File: src/bcmcc_pkg.sv
// Purpose: shared constants for the boost converter mode and clock control block
// Assumes: 40 MHz mclk, APB register access with 32-bit data
// Notes:   register fields are 8 bits wide and sit in the low byte of each word
package bcmcc_pkg;

  // clock
  localparam int unsigned MCLK_PERIOD_NS = 25;

  // register byte addresses
  localparam logic [11:0] CTRL_OFFSET   = 12'h000;
  localparam logic [11:0] CONFIG_OFFSET = 12'h004;
  localparam logic [11:0] STATUS_OFFSET = 12'h008;

  // reset values
  localparam logic [7:0] CTRL_RESET   = 8'h21;
  localparam logic [7:0] CONFIG_RESET = 8'h00;

  // control register fields
  localparam int unsigned CTRL_VSEL_LSB  = 0;
  localparam int unsigned CTRL_SYNC_BIT  = 3;
  localparam int unsigned CTRL_RSVD_BIT  = 4;
  localparam int unsigned CTRL_SWSZ_BIT  = 5;
  localparam int unsigned CTRL_MIN_PULSE_WIDTH_SEL_LSB = 6;

  // config register fields
  localparam int unsigned CFG_SRC_BIT    = 0;
  localparam int unsigned CFG_FLOAT_BIT  = 1;
  localparam int unsigned CFG_ILIM_BIT   = 2;
  localparam int unsigned CFG_INV_BIT    = 3;
  localparam int unsigned CFG_ADCINV_BIT = 4;
  localparam int unsigned CFG_DIV_LSB    = 5;
  localparam int unsigned CFG_RSVD_BIT   = 7;

  // status register fields
  localparam int unsigned STAT_ONE_CELL_BIT = 0;
  localparam int unsigned STAT_CAPTURED_BIT = 1;
  localparam int unsigned STAT_ENABLE_BIT   = 2;
  localparam int unsigned STAT_SLEEP_BIT    = 3;

  // clock divider codes
  localparam logic [1:0] DIV_BY_1 = 2'h0;
  localparam logic [1:0] DIV_BY_2 = 2'h1;
  localparam logic [1:0] DIV_BY_4 = 2'h2;

  // divider terminal counts (ratio minus one)
  localparam logic [1:0] DIV1_LAST = 2'h0;
  localparam logic [1:0] DIV2_LAST = 2'h1;
  localparam logic [1:0] DIV4_LAST = 2'h3;

  // minimum pulse widths, rounded up to whole mclk cycles
  localparam int unsigned MIN_PULSE_WIDTH_SEL_1_NS = 20;
  localparam int unsigned MIN_PULSE_WIDTH_SEL_2_NS = 40;
  localparam int unsigned MIN_PULSE_WIDTH_SEL_3_NS = 80;
  localparam logic [2:0] MIN_PULSE_WIDTH_SEL_0_CYC = 3'h0;
  localparam logic [2:0] MIN_PULSE_WIDTH_SEL_1_CYC = 3'((MIN_PULSE_WIDTH_SEL_1_NS + MCLK_PERIOD_NS - 1) / MCLK_PERIOD_NS);
  localparam logic [2:0] MIN_PULSE_WIDTH_SEL_2_CYC = 3'((MIN_PULSE_WIDTH_SEL_2_NS + MCLK_PERIOD_NS - 1) / MCLK_PERIOD_NS);
  localparam logic [2:0] MIN_PULSE_WIDTH_SEL_3_CYC = 3'((MIN_PULSE_WIDTH_SEL_3_NS + MCLK_PERIOD_NS - 1) / MCLK_PERIOD_NS);

  // strap capture: last settle count after reset release; SETTLE lasts three cycles before the synchronised level is taken
  localparam logic [1:0] STRAP_SETTLE_CYC = 2'h2;

  // strap capture sequence
  typedef enum logic [2:0] {
    BCMCC_ST_SETTLE  = 3'b001,
    BCMCC_ST_CAPTURE = 3'b010,
    BCMCC_ST_HELD    = 3'b100
  } bcmcc_strap_st_t;

endpackage : bcmcc_pkg

File: src/bcmcc_clk_if.sv
// Purpose: converter clock path signals shared by control, divider and pulse generator
// Assumes: all signals on mclk
// Notes:   tick is one mclk cycle wide, once per converter clock period
interface bcmcc_clk_if;
  logic       tick;
  logic [1:0] div_code;
  logic       invert;
  logic       local_osc;

  modport ctrl (output div_code, output invert, output local_osc, input tick);
  modport div  (input div_code, input invert, input local_osc, output tick);
  modport pwm  (input tick, input local_osc);
endinterface : bcmcc_clk_if

File: src/bcmcc_clk_div.sv
// Purpose: system clock divider for the converter clock path
// Assumes: mclk is the system clock; inversion modelled as a half-period phase shift
// Notes:   held idle while the local oscillator clocks the converter
module bcmcc_clk_div
  import bcmcc_pkg::*;
(
  // clock and reset
  input  wire logic  clk,
  input  wire logic  rst_n,
  // clock path
  bcmcc_clk_if.div   cif
);
  import bcmcc_pkg::*;

  logic [1:0] cnt_r;
  logic [1:0] last;
  logic [1:0] phase;
  logic       tick_r;

  always_comb
  begin
    unique case (cif.div_code)
      DIV_BY_1: last = DIV1_LAST;
      DIV_BY_2: last = DIV2_LAST;
      DIV_BY_4: last = DIV4_LAST;
      default:  last = DIV4_LAST;
    endcase
    // inverted source: tick lands half a divided period later
    phase = cif.invert ? 2'((3'(last) + 3'h1) >> 1) : 2'h0;
    if (phase > last)
      phase = 2'h0;
  end

  always_ff @(posedge clk or negedge rst_n)
  begin
    if (!rst_n)
    begin
      cnt_r  <= 2'h0;
      tick_r <= 1'b0;
    end
    else if (cif.local_osc)
    begin
      cnt_r  <= 2'h0;
      tick_r <= 1'b0;
    end
    else
    begin
      cnt_r  <= (cnt_r >= last) ? 2'h0 : 2'(cnt_r + 2'h1);
      tick_r <= (cnt_r == phase);
    end
  end

  assign cif.tick = tick_r;

endmodule : bcmcc_clk_div

File: src/bcmcc_pulse_gen.sv
// Purpose: switch drive pulse per converter clock with minimum width skipping
// Assumes: requested width in mclk cycles from the regulation loop, same clock
// Notes:   a new tick restarts the pulse; a too narrow request drops the whole pulse
module bcmcc_pulse_gen
  import bcmcc_pkg::*;
#(
  parameter int unsigned PW_W = 8
)
(
  // clock and reset
  input  wire logic            clk,
  input  wire logic            rst_n,
  // clock path
  bcmcc_clk_if.pwm             cif,
  // control
  input  wire logic            enable,
  input  wire logic [2:0]      min_cyc,
  input  wire logic [PW_W-1:0] width_req,
  // switch drive
  output logic                 drive,
  output logic                 skipped
);
  import bcmcc_pkg::*;

  logic [PW_W-1:0] left_r;
  logic            drive_r;
  logic            skip_r;
  logic            too_narrow;

  assign too_narrow = (width_req == '0) || (width_req < PW_W'(min_cyc));

  always_ff @(posedge clk or negedge rst_n)
  begin
    if (!rst_n)
    begin
      left_r  <= '0;
      drive_r <= 1'b0;
      skip_r  <= 1'b0;
    end
    else if (!enable || cif.local_osc)
    begin
      left_r  <= '0;
      drive_r <= 1'b0;
      skip_r  <= 1'b0;
    end
    else if (cif.tick)
    begin
      skip_r  <= too_narrow;
      drive_r <= !too_narrow;
      left_r  <= too_narrow ? '0 : PW_W'(width_req - PW_W'(1));
    end
    else
    begin
      skip_r  <= 1'b0;
      if (left_r != '0)
        left_r <= PW_W'(left_r - PW_W'(1));
      else
        drive_r <= 1'b0;
    end
  end

  assign drive   = drive_r;
  assign skipped = skip_r;

endmodule : bcmcc_pulse_gen

File: src/bcmcc_top.sv
// Purpose: mode strap capture, converter enable, clock path and switch control
// Assumes: arst_n is the power-on reset; other reset sources arrive on soft_rst_req
// Notes:   registers over APB, zero wait states
//
// How it works
// each power-on reset samples the strap pin and latches one-cell or two-cell.
// two-cell mode keeps the converter disabled in every power mode.
// one-cell mode disables the converter in sleep, enables it otherwise.
// latched mode changes only at power-on reset, never at runtime or soft reset.
// board ties strap via inductor to battery or short to ground, never floating.
// config bit 0 picks local oscillator or system clock for the converter.
// two-bit divider on the system clock path; software keeps result in range.
// invert bit set inverts the system clock ahead of the divider.
// sleep with float clear disables converter and ties rail to battery.
// sleep with float set leaves the output rail floating.
// pulses narrower than the programmed minimum are skipped whole.
// one bit sets both bypass and duty switches to large or small.
// software should set the sync bit when using the analog converter.
// divider codes 00, 01, 10 divide by 1, 2 and 4.
// divider field is ignored while the local oscillator clocks the converter.
// switch size bit 0 selects large switches, 1 selects small.
// converter enable is one-cell and not sleep, following sleep promptly.
module bcmcc_top
  import bcmcc_pkg::*;
#(
  parameter int unsigned PW_W = 8
)
(
  // clock and power-on reset
  input  wire logic            mclk,
  input  wire logic            arst_n,
  // other reset sources and power mode
  input  wire logic            soft_rst_req,
  input  wire logic            sleep,
  // board strap pin
  input  wire logic            converter_strap_pin,
  // regulation loop request
  input  wire logic [PW_W-1:0] pulse_width_req,
  // APB slave
  input  wire logic            psel,
  input  wire logic            penable,
  input  wire logic            pwrite,
  input  wire logic [11:0]     paddr,
  input  wire logic [31:0]     pwdata,
  input  wire logic [3:0]      pstrb,
  output logic [31:0]          prdata,
  output logic                 pready,
  output logic                 pslverr,
  // mode and enable
  output logic                 one_cell,
  output logic                 conv_enable,
  // output rail in sleep
  output logic                 rail_tie_batt,
  output logic                 rail_float,
  // clock path
  output logic                 conv_clock_source_sel,
  output logic                 conv_clock_invert,
  output logic [1:0]           conv_clock_divider,
  output logic                 conv_clock_tick,
  // switches and analog settings
  output logic                 switch_drive,
  output logic                 pulse_skipped,
  output logic                 bypass_switch_small,
  output logic                 duty_switch_small,
  output logic                 peak_current_limit_sel,
  output logic [2:0]           vout_sel,
  output logic                 adc_sync_en,
  output logic                 adc_clock_invert
);
  import bcmcc_pkg::*;

  // reset release
  logic rst_meta_r;
  logic rst_n_r;

  always_ff @(posedge mclk or negedge arst_n)
  begin
    if (!arst_n)
    begin
      rst_meta_r <= 1'b0;
      rst_n_r    <= 1'b0;
    end
    else
    begin
      rst_meta_r <= 1'b1;
      rst_n_r    <= rst_meta_r;
    end
  end

  // strap synchroniser
  logic strap_meta_r;
  logic strap_sync_r;

  always_ff @(posedge mclk or negedge rst_n_r)
  begin
    if (!rst_n_r)
    begin
      strap_meta_r <= 1'b0;
      strap_sync_r <= 1'b0;
    end
    else
    begin
      strap_meta_r <= converter_strap_pin;
      strap_sync_r <= strap_meta_r;
    end
  end

  // strap capture, once per power-on reset
  bcmcc_strap_st_t strap_st_r;
  logic [1:0]      settle_r;
  logic            one_cell_r;
  logic            captured_r;

  always_ff @(posedge mclk or negedge rst_n_r)
  begin
    if (!rst_n_r)
    begin
      strap_st_r <= BCMCC_ST_SETTLE;
      settle_r   <= 2'h0;
      one_cell_r <= 1'b0;
      captured_r <= 1'b0;
    end
    else
    begin
      unique case (strap_st_r)
        BCMCC_ST_SETTLE:
        begin
          settle_r <= 2'(settle_r + 2'h1);
          if (settle_r == STRAP_SETTLE_CYC)
            strap_st_r <= BCMCC_ST_CAPTURE;
        end
        BCMCC_ST_CAPTURE:
        begin
          // inductor to battery reads high, short to ground reads low
          one_cell_r <= strap_sync_r;
          captured_r <= 1'b1;
          strap_st_r <= BCMCC_ST_HELD;
        end
        BCMCC_ST_HELD:
        begin
          strap_st_r <= BCMCC_ST_HELD;
        end
        default:
        begin
          strap_st_r <= BCMCC_ST_HELD;
        end
      endcase
    end
  end

  // APB access decode
  logic        pready_r;
  logic       setup_ph;
  logic       wr_acc;
  logic       hit_ctrl;
  logic       hit_cfg;
  logic       hit_stat;
  logic [7:0] ctrl_r;
  logic [7:0] cfg_r;
  logic [7:0] stat_v;
  logic [7:0] rd_v;
  logic       conv_en_r;
  logic       tie_r;
  logic       float_r;

  assign setup_ph = psel && !penable;
  assign wr_acc   = psel && penable && pready_r && pwrite && pstrb[0];
  assign hit_ctrl = (paddr == CTRL_OFFSET);
  assign hit_cfg  = (paddr == CONFIG_OFFSET);
  assign hit_stat = (paddr == STATUS_OFFSET);

  // control register, restored by any reset source
  always_ff @(posedge mclk or negedge rst_n_r)
  begin
    if (!rst_n_r)
      ctrl_r <= CTRL_RESET;
    else if (soft_rst_req)
      ctrl_r <= CTRL_RESET;
    else if (wr_acc && hit_ctrl)
    begin
      ctrl_r                <= pwdata[7:0];
      ctrl_r[CTRL_RSVD_BIT] <= 1'b0;
    end
  end

  // config register, restored by any reset source
  always_ff @(posedge mclk or negedge rst_n_r)
  begin
    if (!rst_n_r)
      cfg_r <= CONFIG_RESET;
    else if (soft_rst_req)
      cfg_r <= CONFIG_RESET;
    else if (wr_acc && hit_cfg)
    begin
      cfg_r               <= pwdata[7:0];
      cfg_r[CFG_RSVD_BIT] <= 1'b0;
    end
  end

  always_comb
  begin
    stat_v                    = 8'h00;
    stat_v[STAT_ONE_CELL_BIT] = one_cell_r;
    stat_v[STAT_CAPTURED_BIT] = captured_r;
    stat_v[STAT_ENABLE_BIT]   = conv_en_r;
    stat_v[STAT_SLEEP_BIT]    = sleep;
    if (hit_ctrl)
      rd_v = ctrl_r;
    else if (hit_cfg)
      rd_v = cfg_r;
    else if (hit_stat)
      rd_v = stat_v;
    else
      rd_v = 8'h00;
  end

  // APB answer, prepared in the setup cycle
  logic [31:0] prdata_r;
  logic        pslverr_r;

  always_ff @(posedge mclk or negedge rst_n_r)
  begin
    if (!rst_n_r)
    begin
      prdata_r  <= 32'h0000_0000;
      pready_r  <= 1'b0;
      pslverr_r <= 1'b0;
    end
    else
    begin
      pready_r <= 1'b1;
      if (setup_ph)
      begin
        prdata_r  <= pwrite ? 32'h0000_0000 : {24'h00_0000, rd_v};
        pslverr_r <= !(hit_ctrl || hit_cfg || hit_stat);
      end
    end
  end

  // converter enable and rail state
  always_ff @(posedge mclk or negedge rst_n_r)
  begin
    if (!rst_n_r)
    begin
      conv_en_r <= 1'b0;
      tie_r     <= 1'b0;
      float_r   <= 1'b0;
    end
    else
    begin
      conv_en_r <= one_cell_r && !sleep;
      tie_r     <= sleep && !cfg_r[CFG_FLOAT_BIT];
      float_r   <= sleep && cfg_r[CFG_FLOAT_BIT];
    end
  end

  // clock path
  bcmcc_clk_if cif ();

  assign cif.local_osc = !cfg_r[CFG_SRC_BIT];
  assign cif.invert    = cfg_r[CFG_INV_BIT];
  assign cif.div_code  = cfg_r[CFG_DIV_LSB +: 2];

  bcmcc_clk_div u_clk_div (
    .clk   (mclk),
    .rst_n (rst_n_r),
    .cif   (cif.div)
  );

  // minimum pulse width decode
  logic [2:0] min_cyc;

  always_comb
  begin
    unique case (ctrl_r[CTRL_MIN_PULSE_WIDTH_SEL_LSB +: 2])
      2'h0: min_cyc = MIN_PULSE_WIDTH_SEL_0_CYC;
      2'h1: min_cyc = MIN_PULSE_WIDTH_SEL_1_CYC;
      2'h2: min_cyc = MIN_PULSE_WIDTH_SEL_2_CYC;
      2'h3: min_cyc = MIN_PULSE_WIDTH_SEL_3_CYC;
    endcase
  end

  logic drive_w;
  logic skip_w;

  bcmcc_pulse_gen #(
    .PW_W (PW_W)
  ) u_pulse_gen (
    .clk       (mclk),
    .rst_n     (rst_n_r),
    .cif       (cif.pwm),
    .enable    (conv_en_r),
    .min_cyc   (min_cyc),
    .width_req (pulse_width_req),
    .drive     (drive_w),
    .skipped   (skip_w)
  );

  // outputs
  assign prdata                 = prdata_r;
  assign pready                 = pready_r;
  assign pslverr                = pslverr_r;
  assign one_cell               = one_cell_r;
  assign conv_enable            = conv_en_r;
  assign rail_tie_batt          = tie_r;
  assign rail_float             = float_r;
  assign conv_clock_source_sel  = cfg_r[CFG_SRC_BIT];
  assign conv_clock_invert      = cfg_r[CFG_INV_BIT];
  assign conv_clock_divider     = cfg_r[CFG_DIV_LSB +: 2];
  assign conv_clock_tick        = cif.tick;
  assign switch_drive           = drive_w;
  assign pulse_skipped          = skip_w;
  assign bypass_switch_small    = ctrl_r[CTRL_SWSZ_BIT];
  assign duty_switch_small      = ctrl_r[CTRL_SWSZ_BIT];
  assign peak_current_limit_sel = cfg_r[CFG_ILIM_BIT];
  assign vout_sel               = ctrl_r[CTRL_VSEL_LSB +: 3];
  assign adc_sync_en            = ctrl_r[CTRL_SYNC_BIT];
  assign adc_clock_invert       = cfg_r[CFG_ADCINV_BIT];

endmodule : bcmcc_top

File: config.mk
export PLATFORM = sky130hd
export DESIGN_NAME = bcmcc_top
export DESIGN_NICKNAME = d
export VERILOG_FILES = /design/src/bcmcc_pkg.sv /design/src/bcmcc_clk_if.sv /design/src/bcmcc_clk_div.sv /design/src/bcmcc_pulse_gen.sv /design/src/bcmcc_top.sv
export SDC_FILE = /design/constraint.sdc
export NUM_CORES = 1
export LEC_CHECK = 0
export BUFFER_PORTS_ARGS = -buffer_cell sky130_fd_sc_hd__buf_2
export CAP_MARGIN = 15
export CORE_MARGIN = 1.5
export CORE_UTILIZATION = 52
export CTS_CLUSTER_SIZE = 10
export DETAILED_ROUTE_END_ITERATION = 16
export PLACE_DENSITY = 0.83
export REMOVE_ABC_BUFFERS = 1
export SLEW_MARGIN = 20
export SYNTH_ARGS = -nofsm -noshare
export SYNTH_HDL_FRONTEND = slang
export SYNTH_SLANG_ARGS = --single-unit
File: constraint.sdc
create_clock -name mclk -period 2.6 [get_ports mclk]
set_clock_uncertainty 0.2 [all_clocks]
set_input_delay 0.26 -clock mclk [delete_from_list [all_inputs] [get_ports mclk]]
set_output_delay 0.26 -clock mclk [all_outputs]
set_load 0.01 [all_outputs]
Word-level counts from Yosys, hierarchy flattened
Cells that the tools add are included.
W data, S select, Z words.
{"block": "totals", "reg_bits": 77, "out_inout_bits": 53, "mem_bits_rw": 0, "rom_bits": 0, "word_cells": 96, "mem_count": 0, "latchBits": 0}
{"block": "op_classes", "muxes": 26, "reduce_logical": 29, "n_mul": 0, "bitwise_logic": 0, "n_addsub": 5, "eq_ne": 12, "n_shift": 0, "div": 0, "order_cmp": 3}
{"cell": "$mux W8", "count": 11}
{"cell": "$sub A8 B1 Y8 const B", "count": 2}
{"cell": "$eq A12 B3 Y1 const B", "count": 1}
{"cell": "$eq A12 B4 Y1 const B", "count": 1}
{"cell": "$logic_not A12 Y1", "count": 1}
{"cell": "$pmux W3 S4", "count": 1}
{"cell": "$logic_and A1 B1 Y1", "count": 10}
{"cell": "$logic_not A8 Y1", "count": 1}
{"cell": "$lt A8 B3 Y1", "count": 1}
{"cell": "$mux W2", "count": 4}
{"cell": "$reduce_bool A8 Y1", "count": 1}
{"cell": "$logic_not A1 Y1", "count": 7}
{"cell": "$eq A2 B2 Y1 const B", "count": 3}
{"cell": "$mux W1", "count": 6}
{"cell": "$mux W3", "count": 2}
{"cell": "$add A2 B1 Y2 const B", "count": 2}
{"cell": "$eq A2 B1 Y1 const B", "count": 2}
{"cell": "$logic_not A2 Y1", "count": 2}
{"cell": "$logic_or A1 B1 Y1", "count": 4}
{"cell": "$mux W4", "count": 1}
{"cell": "$pmux W2 S2", "count": 1}
{"cell": "$reduce_bool A2 Y1", "count": 2}
{"cell": "$add A2 B1 Y3 const B", "count": 1}
{"cell": "$eq A3 B1 Y1 const B", "count": 1}
{"cell": "7 further kinds", "count": 7}

Longest topological paths before layout
Gate-level depths: netlist of the first run.
{"block": "logic_depth", "word_depth": 8, "depth_mapped": 7, "mapped_depth_nobuf": 7}

Modules after synthesis
A second synthesis of the first run with hierarchy kept.
{"block": "hier_totals", "hier_cells": 298, "area_unflattened_um2": 2872.8}
{"mod": "bcmcc_top", "area_per_inst_um2": 1913.1, "cells_per_inst": 192, "instances": 1}
{"mod": "bcmcc_pulse_gen", "area_per_inst_um2": 770.7, "cells_per_inst": 88, "instances": 1}
{"mod": "bcmcc_clk_div", "area_per_inst_um2": 188.9, "cells_per_inst": 18, "instances": 1}

Worst setup path before layout of the first run
Ideal clock, no wire load.
{"block": "synth_path", "path_kind": "flip-flop to flip-flop", "start": "reg ctrl_r[6]", "end": "reg u_pulse_gen.left_r[2]", "t_arrival_ns": 1.585, "t_required_ns": 2.267, "path_buffers": 0, "slack_ns": 0.682, "period_less_slack_ns": 1.918, "stages_incl_launch_ff": 8, "setup_ns": 0.133, "cell_sequence": "dfrtp_1 > nand2b_1 > ha_1 > nor4b_1 > o211ai_1 > o311ai_2 > o22a_1 > nor2_1"}
{"block": "synth_via", "elab_chain_len": 7}
{"element": "from (decl)", "line": "bcmcc_top.sv:158", "rtl": "logic [7:0] ctrl_r;"}
{"element": "from (signal assigned)", "line": "bcmcc_top.sv:181", "rtl": "ctrl_r <= pwdata[7:0];"}
{"element": "$eq A2 B2 Y1, or another cell as far along", "line": "bcmcc_top.sv:275", "rtl": "unique case (ctrl_r[CTRL_MIN_PULSE_WIDTH_SEL_LSB +: 2])"}
{"element": "$pmux W3 S4 *", "line": "bcmcc_top.sv:275"}
{"element": "$lt A8 B3 Y1 *", "line": "bcmcc_pulse_gen.sv:30", "rtl": "assign too_narrow = (width_req == '0) || (width_req < PW_W'(min_cyc));"}
{"element": "$logic_or A1 B1 Y1 *", "line": "bcmcc_pulse_gen.sv:30"}
{"element": "$mux W8 *", "line": "bcmcc_pulse_gen.sv:50", "rtl": "left_r <= too_narrow ? '0 : PW_W'(width_req - PW_W'(1));"}
{"element": "$mux W8 *", "line": "bcmcc_pulse_gen.sv:46", "rtl": "else if (cif.tick)"}
{"element": "$mux W8 *", "line": "bcmcc_pulse_gen.sv:40", "rtl": "else if (!enable || cif.local_osc)"}
{"element": "to (signal assigned)", "line": "bcmcc_pulse_gen.sv:50"}
{"element": "to (signal assigned)", "line": "bcmcc_pulse_gen.sv:56", "rtl": "left_r <= PW_W'(left_r - PW_W'(1));"}
{"element": "to (decl)", "line": "bcmcc_pulse_gen.sv:25", "rtl": "logic [PW_W-1:0] left_r;"}
Every way passes the cells marked *; elsewhere a longest branch is shown, timed or not.
A chain may end at the register's enable or synchronous reset.

Worst setup path in the final report of the first run
{"block": "layout_path", "start": "reg u_pulse_gen.left_r[4]", "end": "reg u_pulse_gen.left_r[1]"}
{"block": "layout_via", "elab_chain_len": 2}
{"element": "$reduce_bool A8 Y1", "line": "bcmcc_pulse_gen.sv:55", "rtl": "if (left_r != '0)"}
{"element": "$reduce_bool A3 Y1 (no line)"}
Every way passes these cells.

==> results of run 1 <==
## tightest hold or removal path: cells and delay by family
kind | cells | cell delay, ps
and+or+nand+nor | 1 | 80
buffers and inverters | 1 | 70
muxes | 1 | 60
## placed cells by master, fill, tap and decap left out, drive strengths merged, types with 3 or more instances in the layout
cell	Yosys	final
a211o	3	3
a21oi	14	14
buf	31	68
clkbuf	5	6
conb	2	26
dfrtp	48	48
dfstp	3	3
dlygate4sd3	0	9
ha	8	8
inv	15	16
mux2i	12	12
nand2	21	21
nand2b	4	4
nand3	4	4
nor2	29	29
nor2b	5	5
nor3	5	5
nor4	6	6
o21ai	16	16
o22a	5	5
xnor2	8	8
xor2	5	5
## sequential cells by signal, indices dropped and copies added, names as in the netlist, 2 cells and up
signal	cells
u_pulse_gen.left_r	8
ctrl_r	7
settle_r	2
u_clk_div.cnt_r	2
prdata	8
cfg_r	7
strap_st_r	3
## cell families after synthesis
group / Yosys count / share of synthesized area
other cells: 2 / 0.002733
flops: 51 / 0.4658
compound gates: 51 / 0.1216
fa+ha+maj: 8 / 0.03643
mux: 14 / 0.05191
buf+inv: 51 / 0.1111
xor+xnor: 13 / 0.04144
simple gates: 87 / 0.1689
## Yosys cell counts (3+ instances only)
master    instances
nand3_1           3
nand2b_1          4
buf_4            30
inv_1            15
dfrtp_1          48
nor3_1            5
o22a_1            5
clkbuf_1          5
xnor2_1           8
nand2_1          21
mux2i_1          12
o21ai_0          16
a21oi_1          14
nor2_1           28
nor4_1            3
a211o_1           3
nor2b_1           5
dfstp_2           3
xor2_1            5
ha_1              8
## per-stage QoR
stage	util	setup slack (ps)	instances	hold WS [ps]	area, sq um
floorplan	-	681.7	265	-235.6	2589
detailed placement	0.5948	411.1	403	-154.5	3038
global placement	0.5948	479.3	403	-154.6	3038
CTS	0.6362	316.3	420	3.013	3249
global route	0.6362	156.8	420	3.503	3249
finish	0.6362	320.4	420	4.841	3249
## routing by layer
layer | share of wire | GRT usage | vias up | routed length (microns)
met5 | 0 | 0 | - | 0
li1 | - | - | 1035 | -
met3 | 0.053 | 0.04630 | 16 | 307
met4 | 0.028 | 0.1012 | 0 | 165
met1 | 0.42 | 0.2846 | 1018 | 2436
met2 | 0.50 | 0.3616 | 80 | 2901
## worst paths after layout
kind	end
max	u_pulse_gen.left_r[1]$_DFFE_PN0P_
min	cfg_r[4]$_DFFE_PN0P_
max reg2reg	u_pulse_gen.left_r[1]$_DFFE_PN0P_
min reg2reg	cfg_r[2]$_DFFE_PN0P_
max in group asynchronous	ctrl_r[0]$_DFFE_PN1P_
min in group asynchronous	cfg_r[2]$_DFFE_PN0P_
## layout make-up
class,instances,area [sq um]
clock buffers,6,82.58
inverters,15,56.30
well taps,70,87.58
multi-input cells,199,1252
flip-flops and latches,51,1281
fillers,454,1858
clock inverters,2,38.79
repair buffers,77,450.4
## report_power, final
part / internal (mW) / switching, mW / total [mW]
Sequential: 0.797 / 0.00709 / 0.805
Clock: 0.317 / 0.266 / 0.583
Combinational: 0.0465 / 0.0720 / 0.118
==> run metrics, run 1 <==
outcome=finished clean; Crit Path Class=reg -> reg; clock root buffer=clkbuf_8; DIE WIDTH=75.69 microns; Synth Flop Type=dfrtp_1; Worst setup SP type=register; clk buf depth=2; max-cap violation count=0; CP Max Fanout=5; crit path launch=u_pulse_gen.left_r[4]$_DFFE_PN0P_; syn avg cell area=9.919 sq um; TNS Setup=0 ps; CP required=2630 ps; Routability Congestion=0.8661; R2R setup slack=320 ps; Leak=1.565 nW; die area=5729 sq um; ANT nets after route=0; first-pass GRT wire length=9252 microns; setup violators final=0; Yosys cell types=49; Antenna Cells=0; Power Density=463.4 nW/um^2; leading area contributor after synthesis=dfrtp_1; number of synthesized flops with an enable pin=0; clock buffer count from CTS=5; CTS H-tree depth=2; sequential-to-total area share from yosys stat=0.4658; cts hold-fix bufs=9; Critical Path End Type=register; fin. max-slew vios=0; Hold Crit Start=pwdata[4]; FF-to-FF path depth=5; CP max stage delay=580 ps; YS warnings=0; worst min-delay path category=in -> reg; GR Util All Layers=0.2213; unrepaired setup endpoints after global routing=no; Mapped Cells=277; drt pass-1 iters=4; Crit path max-delay family=simple AND/OR/NAND/NOR gates; #FFs+latches synth=51; Slowest cell on crit path=nor4_1; CTS tree=done; share of the synthesized area in the top cell type=0.4372; drt wl/cell=13.83 microns; Max IR drop VDD=0.3337 mV; Area Growth Syn to Fin=18.26%; Reg-to-Reg Start=u_pulse_gen.left_r[4]$_DFFE_PN0P_; core box area=5107 sq um; Die Ht=75.69 microns; Hold Path Depth=3; drt drc=0; worst path arrival time=2310 ps; Vias per Instance=5.117; top cells by area, synth=dfrtp_1 44%, buf_4 8.2%, mux2i_1 4.4%; headroom to the max-slew limit=0.4885; port bufs=65; grt total ovfl=0; antenna violations before repair=0; fmax=0.4387 GHz; Least-Margin Pin Slew=766.0 ps; total power=1.506 mW; post-synthesis cell area=2748 sq um; row cnt=26; vias in the first global route=2,019; Nets=421; Clk Latency, worst-skew pair=310 ps; cell chain of the critical path=nor4_1 > nand4bb_1 > mux2_2 > o22ai_1 > nor2b_1; minimum clock period=2280 ps; Final Hold Fails=0; Detailed Route WL=5809 microns; Post-CTS Setup Inserts=0; buffers plus inverters on the worst setup path=0; Reg clk slew, reported paths=100 ps; Synth async-reset ratio=1.000; Detailed Place HPWL=4332 microns; post-CTS sizing=0; pin count of the biggest net entering global routing=31; Initial DRC Count=169; critical path depth=5; period utilization=0.8768; total clock sinks=51; share of cells above drive strength 1=0.2686; Via Count=2,149; IO Pins=117; Initial Utilization=0.5380
No activity file was read; power rests on OpenSTA's default activity.
==> run 2: changes to the inputs <==
Settings changed: PLACE_DENSITY 0.83 to 0.82, SYNTH_HIERARCHICAL set to 1.
==> run metrics, run 2 <==
outcome=finished with violations; violated checks=hold timing; syn avg cell area=9.640 sq um; Antenna Cells=0; headroom to the max-slew limit=0.6430; Mapped Cells=298; Initial Utilization=0.5519; #FFs+latches synth=51; leading area contributor after synthesis=dfrtp_1; Nets=437; share of the synthesized area in the top cell type=0.4181; Synth async-reset ratio=1.000; Crit Path Class=reg -> reg; P_sw=0.3404 mW; IO Pins=117; Vias per Instance=5.280; Detailed Route WL=6215 microns; unrepaired setup endpoints after global routing=no; Critical Path End Type=register; Initial DRC Count=100; clock root buffer=clkbuf_8; most common cell after layout, fill and taps aside=buf_2; YS warnings=6; Combinational Power Share=0.084; Synth Flop Type=dfrtp_1; FF-to-FF path depth=4; Die Ht=77.33 microns; Placed Area=3148 sq um; Power Density=444.4 nW/um^2; fin. max-slew vios=0; CP required=2570 ps; Final Hold Fails=16; worst path arrival time=2410 ps; ANT nets after route=0; drt drc=0; CP Max Fanout=6; die area=5979 sq um; clk buf depth=2; fmax=0.4108 GHz; Routability Congestion=0.8646; Detailed Place HPWL=4663 microns; Worst setup SP type=register; Area Growth Syn to Fin=15.16%; total clock sinks=51; hold slack final=-5.814 ps; share of cells above drive strength 1=0.2575; Reg clk slew, reported paths=90 ps; DIE WIDTH=77.33 microns; vias in the first global route=2,257; drt pass-1 iters=4; clock buffer count from CTS=5; Least-Margin Pin Slew=530.6 ps; count leader, synth=dfrtp_1; period utilization=0.9362; most frequent cells in the layout=65 x buf_2, 47 x dfrtp_1, 26 x conb_1; post-synthesis cell area=2873 sq um; register share of total power=0.547; share of total power in the clock network=0.370; max-cap violation count=0; grt total ovfl=0; port bufs=65; post-route cell area=3308 sq um; Clk Latency, worst-skew pair=300 ps; TNS Setup=0 ps; Internal=1.130 mW; top cells by area, synth=dfrtp_1 42%, buf_4 7.8%, ha_1 3.9%; Sw Share=0.2315; antenna violations before repair=0; core box area=5205 sq um; Max IR drop VDD=0.3923 mV; minimum clock period=2434 ps; top post-synthesis cells by count=48 x dfrtp_1, 30 x buf_4, 24 x nor2_1; setup violators final=0; utilization of the core after routing=0.6356; row cnt=26; sequential-to-total area share from yosys stat=0.4456; drt wl/cell=14.29 microns; number of synthesized flops with an enable pin=0; CTS H-tree depth=2; worst min-delay path category=reg -> async; Via Count=2,297; CTS tree=done; pin count of the biggest net entering global routing=33; GR Util All Layers=0.2157; Yosys cell types=48; first-pass GRT wire length=10,100 microns; Leak=1.616 nW
==> run 2: cells by family (layout without fill, tap and decap cells) <==
kind of cell | Yosys count | after routing | share of synthesized area
multiplexers | 8 | 8 | 0.02831
buffers and inverters | 51 | 94 | 0.1093
AO/OA/AOI/OAI | 51 | 51 | 0.1145
adder cells (fa/ha/maj) | 9 | 9 | 0.03920
other | 2 | 26 | 0.002614
AND/OR/NAND/NOR | 112 | 112 | 0.2178
flip-flops | 51 | 51 | 0.4456
XOR/XNOR | 14 | 14 | 0.04268
==> run 2: routing by layer <==
layer,vias up,track usage,share of wire
met5,-,0,0
met4,0,0.07091,0.010
met3,6,0.04167,0.064
met2,97,0.3658,0.48
met1,1092,0.2762,0.44
li1,1102,-,-
==> run 2: what timing repair did <==
item,in CTS,in global routing
buffers inserted,0,0
setup endpoints to repair,0,0
resized for setup,0,0
endpoints found under the hold margin,6,0
hold buffers,5,0
==> run 2: critical path, cell delays in order (launching register included) <==
cell and delay [ps]:
dfrtp_1 430, or4_1 570, or4b_1 610, o21ai_1 400, nor2_1 100
==> run 2: through the flow <==
stage,std cells,total power [mW],setup WS [ps]
after global routing,435,1.521,86.43
after floorplan,282,0.8750,394.4
after CTS,435,1.483,186.4
after global placement,422,0.9329,166.8
after detailed placement,422,0.9361,114.2
final,435,1.470,165.8
==> run 2: worst paths after layout <==
kind	start	endpoint	slack [ps]
setup / recovery	u_pulse_gen/left_r[3]$_DFFE_PN0P_	u_pulse_gen/left_r[6]$_DFFE_PN0P_	170
hold / removal	rst_n_r$_DFF_PN0_	cfg_r[4]$_DFFE_PN0P_	-6
setup reg to reg	u_pulse_gen/left_r[3]$_DFFE_PN0P_	u_pulse_gen/left_r[6]$_DFFE_PN0P_	170
hold reg to reg	rst_n_r$_DFF_PN0_	cfg_r[4]$_DFFE_PN0P_	-6
max in group asynchronous	rst_n_r$_DFF_PN0_	strap_st_r[0]$_DFFE_PN1P_	1420
min in group mclk	pwdata[7]	ctrl_r[7]$_DFFE_PN0P_	10
==> run 2: power by group through the flow <==
stage / Combinational [mW] / Clock (mW) / Sequential, mW
6_report: 0.123 / 0.544 / 0.804
5_1_grt: 0.137 / 0.578 / 0.805
4_1_cts: 0.122 / 0.557 / 0.804
3_5_place_dp: 0.116 / 0 / 0.820
3_3_place_gp: 0.113 / 0 / 0.820
2_1_floorplan: 0.0493 / 0 / 0.826
==> run 2: area by class of cell <==
class	count	area [sq um]
Clock inverter	2	37.54
Sequential cell	51	1281
Tap cell	70	87.58
Timing Repair Buffer	75	412.9
Inverter	11	41.29
Fill cell	462	1897
Clock buffer	6	72.57
Multi-Input combinational cell	220	1375
